[config.mk]
export PLATFORM = sky130hd
export DESIGN_NAME = adc_rate_accum_compare
export DESIGN_NICKNAME = d
export VERILOG_FILES = /design/src/design/adc_rate_pkg.sv /design/src/design/adc_rate_accum_compare.sv /design/src/design/adc_rate_timer.sv
export VERILOG_INCLUDE_DIRS = /design/src /design/src/design
export SDC_FILE = /design/constraint.sdc
export NUM_CORES = 1
export LEC_CHECK = 0
export ABC_AREA = 1
export BUFFER_PORTS_ARGS = -buffer_cell sky130_fd_sc_hd__buf_2
export CORE_UTILIZATION = 60
export CTS_CLUSTER_DIAMETER = 30
export CTS_CLUSTER_SIZE = 28
export DETAILED_ROUTE_END_ITERATION = 8
export PLACE_DENSITY_LB_ADDON = 0.25
export SETUP_SLACK_MARGIN = 0.1
export SYNTH_ARGS = -nofsm -noshare
export SYNTH_HDL_FRONTEND = slang
export SYNTH_SLANG_ARGS = --single-unit
export TNS_END_PERCENT = 30
[constraint.sdc]
create_clock -name pclk -period 9 [get_ports pclk]
set_clock_uncertainty 0.15 [all_clocks]
set_input_delay 1.35 -clock pclk [delete_from_list [all_inputs] [get_ports pclk]]
set_output_delay 1.35 -clock pclk [all_outputs]
set_load 0.02 [all_outputs]
[src/design/adc_rate_params.svh]
// offsets, field positions, reset values and timing counts of the rate/accumulate block
`ifndef ADC_RATE_PARAMS_SVH
`define ADC_RATE_PARAMS_SVH

// -------------------------------------------------------------
// register byte addresses
// -------------------------------------------------------------
`define ADDR_FILTER_CONFIG 32'hffff0514
`define ADDR_EXT_CONFIG 32'hffff0518
`define ADDR_MODE_CONTROL 32'hffff0540
`define ADDR_THRESHOLD 32'hffff0544
`define ADDR_THRESHOLD_COUNT 32'hffff0548
`define ADDR_THRESHOLD_COUNTER 32'hffff054c
`define ADDR_ACCUMULATOR 32'hffff0550
`define ADDR_INTERRUPT_MASK 32'hffff0554
`define ADDR_STATUS_FLAGS 32'hffff0558
`define ADDR_RESULT 32'hffff055c

// -------------------------------------------------------------
// reset values
// -------------------------------------------------------------
`define RESET_FILTER_CONFIG 16'h0007
`define RESET_EXT_CONFIG 8'h00
`define RESET_MODE_CONTROL 3'h3

// -------------------------------------------------------------
// field positions
// -------------------------------------------------------------
`define EXT_GROUND_SWITCH 7
`define EXT_SERIES_RES 1
`define MASK_READY_BIT 0
`define MASK_COMPARE_BIT 6
`define STATUS_READY_BIT 0
`define STATUS_COMPARE_BIT 6

// -------------------------------------------------------------
// timing
// -------------------------------------------------------------
`define PCLK_HZ 20000000
`define MOD_HZ_NORMAL 512000
`define MOD_HZ_LOW_POWER 131072
`define DECIM_BLOCK 64
`define CHOP_EXTRA 3
`define AVG_BASE 3
`define FORCED_60_SF 7'd126
`define FORCED_50_SF 7'd127
`define FORCED_60_HZ 60
`define FORCED_50_HZ 50
`define STARTUP_NS 60000
`define STARTUP_CYCLES ((`STARTUP_NS * (`PCLK_HZ / 1000000) + 999) / 1000)

`endif

[src/design/adc_rate_pkg.sv]
// types shared by the rate timer and the accumulate/compare block
package adc_rate_pkg;

   typedef struct packed {
      logic chop_enable;
      logic running_average_enable;
      logic [5:0] averaging_factor;
      logic notch_modify;
      logic [6:0] decimation_factor;
   } filter_cfg_t;

   typedef enum logic [1:0] {
      ACC_OFF = 2'b00,
      ACC_CLAMP = 2'b01,
      ACC_FREE = 2'b10,
      ACC_WITH_COMPARE = 2'b11
   } accum_mode_t;

   typedef enum logic [1:0] {
      CMP_OFF = 2'b00,
      CMP_EACH = 2'b01,
      CMP_COUNT_RESET = 2'b10,
      CMP_COUNT_DECR = 2'b11
   } cmp_mode_t;

   typedef struct packed {
      logic ground_switch_enable;
      accum_mode_t primary_accum_mode;
      cmp_mode_t primary_compare_mode;
      logic overrange_enable;
      logic series_res_enable;
      logic result_count_enable;
   } ext_cfg_t;

   typedef struct packed {
      logic low_power;
      logic aux_enable;
      logic primary_enable;
   } mode_ctl_t;

   typedef enum logic [1:0] {
      TMR_IDLE = 2'b00,
      TMR_STARTUP = 2'b01,
      TMR_SETTLE = 2'b10,
      TMR_RUN = 2'b11
   } timer_state_t;

   typedef enum logic [3:0] {
      SEL_NONE = 4'h0,
      SEL_FILTER = 4'h1,
      SEL_EXT = 4'h2,
      SEL_MODE = 4'h3,
      SEL_THRESH = 4'h4,
      SEL_TCOUNT = 4'h5,
      SEL_TCOUNTER = 4'h6,
      SEL_ACCUM = 4'h7,
      SEL_MASK = 4'h8,
      SEL_STATUS = 4'h9,
      SEL_RESULT = 4'ha
   } reg_sel_t;

endpackage

[src/design/adc_rate_accum_compare.sv]
// primary-channel result pacing, accumulator, threshold comparator and ground switch
//
// How it works
// - normal rate 512000/((sf+1)*64), further divided by averaging or chop terms
// - low power uses 131072 Hz in place of 512000 Hz everywhere
// - settling periods: 3 plain, 4 running avg, 1 avg, 2 avg+ravg, 2 chop
// - about 60 us per enabled converter precedes the first result
// - extended configuration is eight bits, read/write, reset to zero
// - bit 7 set connects ground switch pin; clear disconnects it
// - ground switch together with bit 1 selects series resistor
// - accumulator mode 00 disables and clears the accumulator
// - mode 01 adds signed results and clamps total at zero
// - mode 10 adds signed results with no clamp below zero
// - accumulator is 32 bits and wraps with no top saturation
// - mode 11 clamps at zero like mode 01; compare runs per compare mode in any mode; its interrupt only with mask bit 6
// - compare mode 00 off; 01 flags every result with magnitude at threshold
// - compare mode 10 counts hits, flags at count, a miss clears counter
// - compare mode 11 like 10 but a miss decrements toward zero
// - filter register: chop 15, running avg 14, averaging 13:8, decimation 6:0
// - decimation 126 forces 60 Hz, 127 forces 50 Hz
// - any filter register write resets both converters
`include "adc_rate_params.svh"
module adc_rate_accum_compare
   import adc_rate_pkg::*;
#(
   parameter int STARTUP_CYCLES = `STARTUP_CYCLES,
   parameter int COUNT_W = 16
) (
   input wire logic pclk,
   input wire logic presetn,
   input wire logic ce,
   input wire logic psel,
   input wire logic penable,
   input wire logic pwrite,
   input wire logic [31:0] paddr,
   input wire logic [31:0] pwdata,
   output logic [31:0] prdata,
   output logic pready,
   output logic pslverr,
   input wire logic [23:0] sample_data,
   output logic ground_switch_pin,
   output logic ground_series_res,
   output logic converter_reset,
   output logic primary_ready,
   output logic primary_irq
);

   // -------------------------------------------------------------
   // address decode
   // -------------------------------------------------------------
   function automatic reg_sel_t decode(input logic [31:0] addr);
      reg_sel_t sel;
      sel = SEL_NONE;
      if (addr == `ADDR_FILTER_CONFIG) sel = SEL_FILTER;
      else if (addr == `ADDR_EXT_CONFIG) sel = SEL_EXT;
      else if (addr == `ADDR_MODE_CONTROL) sel = SEL_MODE;
      else if (addr == `ADDR_THRESHOLD) sel = SEL_THRESH;
      else if (addr == `ADDR_THRESHOLD_COUNT) sel = SEL_TCOUNT;
      else if (addr == `ADDR_THRESHOLD_COUNTER) sel = SEL_TCOUNTER;
      else if (addr == `ADDR_ACCUMULATOR) sel = SEL_ACCUM;
      else if (addr == `ADDR_INTERRUPT_MASK) sel = SEL_MASK;
      else if (addr == `ADDR_STATUS_FLAGS) sel = SEL_STATUS;
      else if (addr == `ADDR_RESULT) sel = SEL_RESULT;
      return sel;
   endfunction

   wire reg_sel_t sel = decode(paddr);
   wire setup_phase = psel && !penable;
   // no wait state: pready rises in the first access cycle
   wire access_done = psel && penable && pready;
   wire wr_done = access_done && pwrite;
   wire rd_done = access_done && !pwrite;

   // -------------------------------------------------------------
   // registers
   // -------------------------------------------------------------
   filter_cfg_t adc_filter_config;
   ext_cfg_t adc_extended_config;
   mode_ctl_t mode_control;
   logic [23:0] primary_threshold;
   logic [COUNT_W-1:0] primary_threshold_count;
   logic [COUNT_W-1:0] primary_threshold_counter;
   logic [31:0] accumulator;
   logic [7:0] adc_interrupt_mask;
   logic ready_flag;
   logic compare_flag;
   logic [23:0] result;

   wire filter_write = wr_done && sel == SEL_FILTER;
   wire status_read = rd_done && sel == SEL_STATUS;

   always_ff @(posedge pclk or negedge presetn) begin
      if (!presetn) begin
         adc_filter_config <= filter_cfg_t'(`RESET_FILTER_CONFIG);
         adc_extended_config <= ext_cfg_t'(`RESET_EXT_CONFIG);
         mode_control <= mode_ctl_t'(`RESET_MODE_CONTROL);
         primary_threshold <= 24'h0;
         primary_threshold_count <= '0;
         adc_interrupt_mask <= 8'h0;
      end else if (ce && wr_done) begin
         if (sel == SEL_FILTER) adc_filter_config <= filter_cfg_t'(pwdata[15:0]);
         if (sel == SEL_EXT) adc_extended_config <= ext_cfg_t'(pwdata[7:0]);
         if (sel == SEL_MODE) mode_control <= mode_ctl_t'(pwdata[2:0]);
         if (sel == SEL_THRESH) primary_threshold <= pwdata[23:0];
         if (sel == SEL_TCOUNT) primary_threshold_count <= pwdata[COUNT_W-1:0];
         if (sel == SEL_MASK) adc_interrupt_mask <= pwdata[7:0];
      end
   end

   // -------------------------------------------------------------
   // result pacing
   // -------------------------------------------------------------
   logic result_strobe;
   logic restart_timer;

   adc_rate_timer #(
      .STARTUP_CYCLES(STARTUP_CYCLES)
   ) timer (
      .pclk(pclk),
      .presetn(presetn),
      .ce(ce),
      .restart(restart_timer),
      .mode(mode_control),
      .flt(adc_filter_config),
      .result_strobe(result_strobe)
   );

   // -------------------------------------------------------------
   // accumulator
   // -------------------------------------------------------------
   wire signed [31:0] sample_ext = 32'(signed'(sample_data));
   wire sample_neg = sample_data[23];
   wire [31:0] acc_sum = accumulator + sample_ext;   // wraps at the top
   wire accum_mode_t amode = adc_extended_config.primary_accum_mode;
   wire clamp_mode = amode == ACC_CLAMP || amode == ACC_WITH_COMPARE;
   // clamp only when a subtraction crosses zero, so an upward wrap is left alone
   wire below_zero = sample_neg && (accumulator < 32'(-sample_ext));
   wire [31:0] next_accumulator =
      (amode == ACC_OFF) ? 32'h0 :
      (clamp_mode && below_zero) ? 32'h0 :
      acc_sum;

   always_ff @(posedge pclk or negedge presetn) begin
      if (!presetn)
         accumulator <= 32'h0;
      else if (ce && (amode == ACC_OFF || result_strobe))
         accumulator <= next_accumulator;
   end

   // -------------------------------------------------------------
   // threshold comparator
   // -------------------------------------------------------------
   wire [23:0] magnitude = sample_neg ? 24'(-sample_data) : sample_data;
   wire at_threshold = magnitude >= primary_threshold;
   wire cmp_mode_t cmode = adc_extended_config.primary_compare_mode;
   wire [COUNT_W-1:0] counter_up = primary_threshold_counter + COUNT_W'(1);
   logic [COUNT_W-1:0] next_counter;
   logic compare_hit;

   always_comb begin
      next_counter = primary_threshold_counter;
      compare_hit = 1'b0;
      case (cmode)
         CMP_OFF: next_counter = '0;
         CMP_EACH: compare_hit = at_threshold;
         CMP_COUNT_RESET: begin
            if (!at_threshold) next_counter = '0;
            else if (counter_up >= primary_threshold_count) begin
               next_counter = '0;
               compare_hit = 1'b1;
            end else next_counter = counter_up;
         end
         CMP_COUNT_DECR: begin
            if (!at_threshold) begin
               if (primary_threshold_counter != '0)
                  next_counter = primary_threshold_counter - COUNT_W'(1);
            end else if (counter_up >= primary_threshold_count) begin
               next_counter = '0;
               compare_hit = 1'b1;
            end else next_counter = counter_up;
         end
         default: next_counter = '0;
      endcase
   end

   always_ff @(posedge pclk or negedge presetn) begin
      if (!presetn)
         primary_threshold_counter <= '0;
      else if (ce && result_strobe)
         primary_threshold_counter <= next_counter;
   end

   // -------------------------------------------------------------
   // result, flags, outputs
   // -------------------------------------------------------------
   // a new event in the clearing cycle survives the clear
   wire next_ready = result_strobe || (ready_flag && !status_read);
   wire next_compare = (result_strobe && compare_hit) || (compare_flag && !status_read);
   wire next_irq = (next_ready && adc_interrupt_mask[`MASK_READY_BIT])
                   || (next_compare && adc_interrupt_mask[`MASK_COMPARE_BIT]);

   always_ff @(posedge pclk or negedge presetn) begin
      if (!presetn) begin
         result <= 24'h0;
         ready_flag <= 1'b0;
         compare_flag <= 1'b0;
         primary_ready <= 1'b0;
         primary_irq <= 1'b0;
         ground_switch_pin <= 1'b0;
         ground_series_res <= 1'b0;
         converter_reset <= 1'b0;
         restart_timer <= 1'b0;
      end else if (ce) begin
         if (result_strobe) result <= sample_data;
         ready_flag <= next_ready;
         compare_flag <= next_compare;
         primary_ready <= next_ready;
         primary_irq <= next_irq;
         ground_switch_pin <= adc_extended_config.ground_switch_enable;
         ground_series_res <= adc_extended_config.ground_switch_enable
                              && adc_extended_config.series_res_enable;
         converter_reset <= filter_write;
         restart_timer <= filter_write;
      end
   end

   // -------------------------------------------------------------
   // bus answer
   // -------------------------------------------------------------
   logic [31:0] read_value;

   always_comb begin
      case (sel)
         SEL_FILTER: read_value = {16'h0, adc_filter_config};
         SEL_EXT: read_value = {24'h0, adc_extended_config};
         SEL_MODE: read_value = {29'h0, mode_control};
         SEL_THRESH: read_value = {8'h0, primary_threshold};
         SEL_TCOUNT: read_value = 32'(primary_threshold_count);
         SEL_TCOUNTER: read_value = 32'(primary_threshold_counter);
         SEL_ACCUM: read_value = accumulator;
         SEL_MASK: read_value = {24'h0, adc_interrupt_mask};
         SEL_STATUS: read_value = 32'(ready_flag) | (32'(compare_flag) << `STATUS_COMPARE_BIT);
         SEL_RESULT: read_value = {8'h0, result};
         default: read_value = 32'h0;
      endcase
   end

   always_ff @(posedge pclk or negedge presetn) begin
      if (!presetn) begin
         pready <= 1'b0;
         pslverr <= 1'b0;
         prdata <= 32'h0;
      end else if (ce) begin
         pready <= setup_phase;
         pslverr <= setup_phase && sel == SEL_NONE;
         if (setup_phase) prdata <= read_value;
      end
   end

endmodule

[src/design/adc_rate_timer.sv]
// output-rate, settling and start-up timer that paces primary results
`include "adc_rate_params.svh"
module adc_rate_timer
   import adc_rate_pkg::*;
#(
   parameter int STARTUP_CYCLES = `STARTUP_CYCLES
) (
   input wire logic pclk,
   input wire logic presetn,
   input wire logic ce,
   input wire logic restart,
   input wire mode_ctl_t mode,
   input wire filter_cfg_t flt,
   output logic result_strobe
);

   // -------------------------------------------------------------
   // modulator tick from pclk by fractional phase accumulation
   // -------------------------------------------------------------
   localparam logic [24:0] PHASE_MOD = 25'(`PCLK_HZ);
   logic [24:0] phase;
   wire [24:0] phase_inc = mode.low_power ? 25'(`MOD_HZ_LOW_POWER) : 25'(`MOD_HZ_NORMAL);
   wire [24:0] phase_sum = phase + phase_inc;
   wire mod_tick = phase_sum >= PHASE_MOD;

   // -------------------------------------------------------------
   // period in modulator ticks
   // -------------------------------------------------------------
   wire [7:0] sf_plus = {1'b0, flt.decimation_factor} + 8'd1;
   wire [6:0] avg_mult = 7'(`AVG_BASE) + {1'b0, flt.averaging_factor};
   wire avg_on = flt.averaging_factor != 6'd0;
   wire [13:0] base_ticks = 14'({sf_plus, 6'd0});
   wire [20:0] chop_ticks = 21'(base_ticks * avg_mult) + 21'(`CHOP_EXTRA);
   wire [20:0] avg_ticks = 21'(base_ticks * avg_mult);
   wire [20:0] forced_60 = mode.low_power ? 21'(`MOD_HZ_LOW_POWER / `FORCED_60_HZ)
                                          : 21'(`MOD_HZ_NORMAL / `FORCED_60_HZ);
   wire [20:0] forced_50 = mode.low_power ? 21'(`MOD_HZ_LOW_POWER / `FORCED_50_HZ)
                                          : 21'(`MOD_HZ_NORMAL / `FORCED_50_HZ);
   wire [20:0] period_ticks =
      (flt.decimation_factor == `FORCED_60_SF) ? forced_60 :
      (flt.decimation_factor == `FORCED_50_SF) ? forced_50 :
      flt.chop_enable ? chop_ticks :
      avg_on ? avg_ticks : 21'(base_ticks);

   // settling in output periods
   wire [2:0] settle_periods =
      flt.chop_enable ? 3'd2 :
      avg_on ? (flt.running_average_enable ? 3'd2 : 3'd1) :
      (flt.running_average_enable ? 3'd4 : 3'd3);

   // start-up grows with the number of enabled converters
   wire [1:0] conv_count = 2'(mode.primary_enable) + 2'(mode.aux_enable);
   wire [12:0] startup_total = 13'(STARTUP_CYCLES) * 13'(conv_count);

   // -------------------------------------------------------------
   // sequencing
   // -------------------------------------------------------------
   timer_state_t state;
   timer_state_t next_state;
   logic [12:0] wait_cnt;
   logic [20:0] tick_cnt;
   logic [2:0] period_cnt;
   wire period_end = mod_tick && (tick_cnt + 21'd1 >= period_ticks);

   always_comb begin
      next_state = state;
      case (state)
         TMR_IDLE: if (mode.primary_enable) next_state = TMR_STARTUP;
         TMR_STARTUP: if (wait_cnt + 13'd1 >= startup_total) next_state = TMR_SETTLE;
         TMR_SETTLE: if (period_end && period_cnt + 3'd1 >= settle_periods) next_state = TMR_RUN;
         TMR_RUN: next_state = TMR_RUN;
         default: next_state = TMR_IDLE;
      endcase
      if (restart || !mode.primary_enable) next_state = TMR_IDLE;
   end

   always_ff @(posedge pclk or negedge presetn) begin
      if (!presetn) begin
         state <= TMR_IDLE;
         phase <= 25'h0;
         wait_cnt <= 13'h0;
         tick_cnt <= 21'h0;
         period_cnt <= 3'h0;
         result_strobe <= 1'b0;
      end else if (ce) begin
         state <= next_state;
         phase <= mod_tick ? phase_sum - PHASE_MOD : phase_sum;
         wait_cnt <= (state == TMR_STARTUP) ? wait_cnt + 13'd1 : 13'h0;
         if (state != next_state || period_end)
            tick_cnt <= 21'h0;
         else if (mod_tick)
            tick_cnt <= tick_cnt + 21'd1;
         period_cnt <= (state == TMR_SETTLE && period_end) ? period_cnt + 3'd1
                       : (state == TMR_SETTLE ? period_cnt : 3'h0);
         // first result is the one that closes the settling window
         result_strobe <= ((state == TMR_SETTLE && next_state == TMR_RUN)
                           || (state == TMR_RUN && period_end)) && next_state == TMR_RUN;
      end
   end

endmodule

==> metrics <==
vias per inst 5.86; sequential area share after synthesis 31.7%; worst min path class flip-flop to flip-flop; DRC Markers 0; Final HPWL DP 41,400 um; clk_lat worst skew 0.59 ns; chip height 181 um; Mean Syn Cell Area 7.39 um2; Largest delay share family, worst path adder cells; largest net degree at the start of global routing 124; RSZ-0062 raised after global routing no; max-cap violations 0; syn_nets 2,924; Syn Inst Count 2,609; initial DRC count 1,688; Hold Crit Depth 2; worst flop-to-flop path startpoint adc_filter_config[8]; ys flop type dfrtp_1; Starting Density 61.0%; CP Capture Type flip-flop; GRT overflow 0; Clock Sinks 244; count of pins over their slew limit 0; CP Max Fanout 21; CTS Root Cell clkbuf_16; worst slew pin tran 1.21 ns; max_slew headroom 18.8%; flops & latches, synth 244; Inserted Diodes 0; crit path launch type flip-flop; reg2reg end timer.tick_cnt[8]; final hold vios 0; core area 31,600 um2; drt wl/cell 17.6 um; floorplan row count 65; critical path buffer and inverter count 3; initial antenna violation count 1; PortBufs 124; reg-to-reg slack, setup 1.04 ns; CTS Buffer Depth 3; EDFF count, synth 0; final worst path period share 88.4%; setup violators final 0; WS Path Type flip-flop to flip-flop; htree depth 3; WHS Endpoint prdata[7]; Hold Buf Count CTS 0; CTS tree built; setup TNS 0 ns; FMAX 126 MHz; Worst Reg-to-Reg Cells 39; commonest non-fill, non-tap cell in the layout nand2_1; total power draw 4.42 mW; share of cells above drive strength 1 11.3%; CP max-delay cell dfrtp_1; global placer's final weighted congestion 0.922; Syn. warnings 0; nets 3,065; leakage 11.5 nW; post-layout instance area 22,600 um2; drt first pass iters 6; Worst EP arrival 8.32 ns; commonest non-fill, non-tap cells in the layout nand2_1, inv_1, o21ai_0; IO Count 133; CP startpoint adc_filter_config[8]; Reg clk slew, reported paths 0.05 ns; post-cts sizing count 0; Crit path top cell by count nand2_1; Setup Buffers After CTS 0; asr flop ratio synth 100%; GRT Total Usage 35.2%; minimum clock period 7.96 ns; hold slack 0.324 ns; vias in the first global route 18,200; maximum vdd ir drop 0.132 mV; first-pass GRT wire length 92,400 um; Post-DRT Antenna Nets 0; Cell Area, Placed 20,200 um2; Layout Area Growth over Synthesis 17.4%; CTS Buf Count 71; min-delay src prdata[7]; run status finished, final reports clean; Syn Std Cell Area 19,300 um2; final wirelength 56,500 um; die span in x 181 um; die area 32,900 um2; WP data required 9.36 ns; DR vias 18,800; slowest cell delay on critical path 0.53 ns; count of cell types in the netlist 63; Pwr per Cell Area 195 nW/um2
[flip-flops by register name, indices dropped and copies added, names as in the netlist, 2 cells and up]
| signal | flops |
|---|---|
| accumulator | 32 |
| prdata | 32 |
| primary_threshold | 24 |
| result | 24 |
| timer.tick_cnt | 21 |
| timer.phase | 17 |
| adc_filter_config | 16 |
| primary_threshold_count | 16 |
| primary_threshold_counter | 16 |
| timer.wait_cnt | 13 |
| adc_interrupt_mask | 8 |
| adc_extended_config | 4 |
| mode_control | 3 |
| timer.period_cnt | 3 |
| amode | 2 |
| cmode | 2 |
| timer.state | 2 |
[cells by family (layout without fill, tap and decap cells)]
kind of cell / Yosys count / after routing / share of synthesized area, %
muxes: 9 / 9 / 0.519
adders and majority gates: 221 / 221 / 15.5
AOI/OAI and AO/OA: 513 / 513 / 14.6
DFF: 244 / 244 / 31.7
buffers and inverters: 401 / 597 / 7.96
xor gates and xnor gates: 108 / 108 / 5.04
and+or+nand+nor: 1113 / 1113 / 24.7
[synth_stat cells, types with 25 or more instances]
cell      instances  area share [%]
nand2_1         646              13
inv_1           326             6.3
o21ai_0         263             6.8
dfrtp_1         239              31
ha_1            191              12
nor2_1          191             3.7
a21oi_1         144             3.7
nand3_1         122             3.2
xor2_1           81             3.7
clkbuf_1         54             1.1
nor3_1           50             1.3
nand4_1          44             1.4
fa_1             30             3.1
o22ai_1          27            0.88
xnor2_1          25             1.1
[tightest hold or removal path, cell delays in order (launching register included)]
cell,delay (ns)
dfrtp_1,0.33
nand2_1,0.05
nand2_1,0.05
[power by group]
part	leakage, nW	switching (mW)	internal, mW	total (mW)
logic	7.07	0.479	0.245	0.724
registers	3.29	0.0503	1.15	1.20
clock network	1.17	0.830	1.66	2.49
total	11.5	1.36	3.06	4.42
[metrics by stage]
stage                     std cells  setup WS, ns  util, %
after floorplan                2609          2.17        -
after global placement         3079          1.28     64.0
after detailed placement       3079          1.09     64.0
after CTS                      3207          1.05     71.6
after global routing           3207         0.305     71.6
final                          3207          1.04     71.6
[layer usage]
metal  part of all wire, %  GRT usage [%]  up-vias
met4                   4.4           16.3        2
li1                      -              -     8978
met1                    42           44.8     8940
met2                    47           57.6      691
met5                 0.021              0        -
met3                   7.0           7.01      188
[layout make-up]
class                   instances  area (um2)
fillers                      2470        8990
clock buffers                  86        1930
well taps                     402         503
inverters                     335        1260
multi-input cells            1964       11700
repair buffers                134         706
clock inverters                42         475
flip-flops and latches        244        6110
[worst max path at each step]
| stage | to | slack [ns] | cells after the start |
|---|---|---|---|
| after global placement | timer.tick_cnt[10] | 1.28 | 39 |
| after detailed placement | timer.tick_cnt[16] | 1.09 | 39 |
| after CTS | timer.tick_cnt[16] | 1.05 | 39 |
| after floorplan | timer.tick_cnt[5] | 2.17 | 40 |
| after global routing | timer.tick_cnt[19] | 0.31 | 39 |
| final | timer.tick_cnt[8] | 1.04 | 39 |
Power figures use the tool's default switching activity.
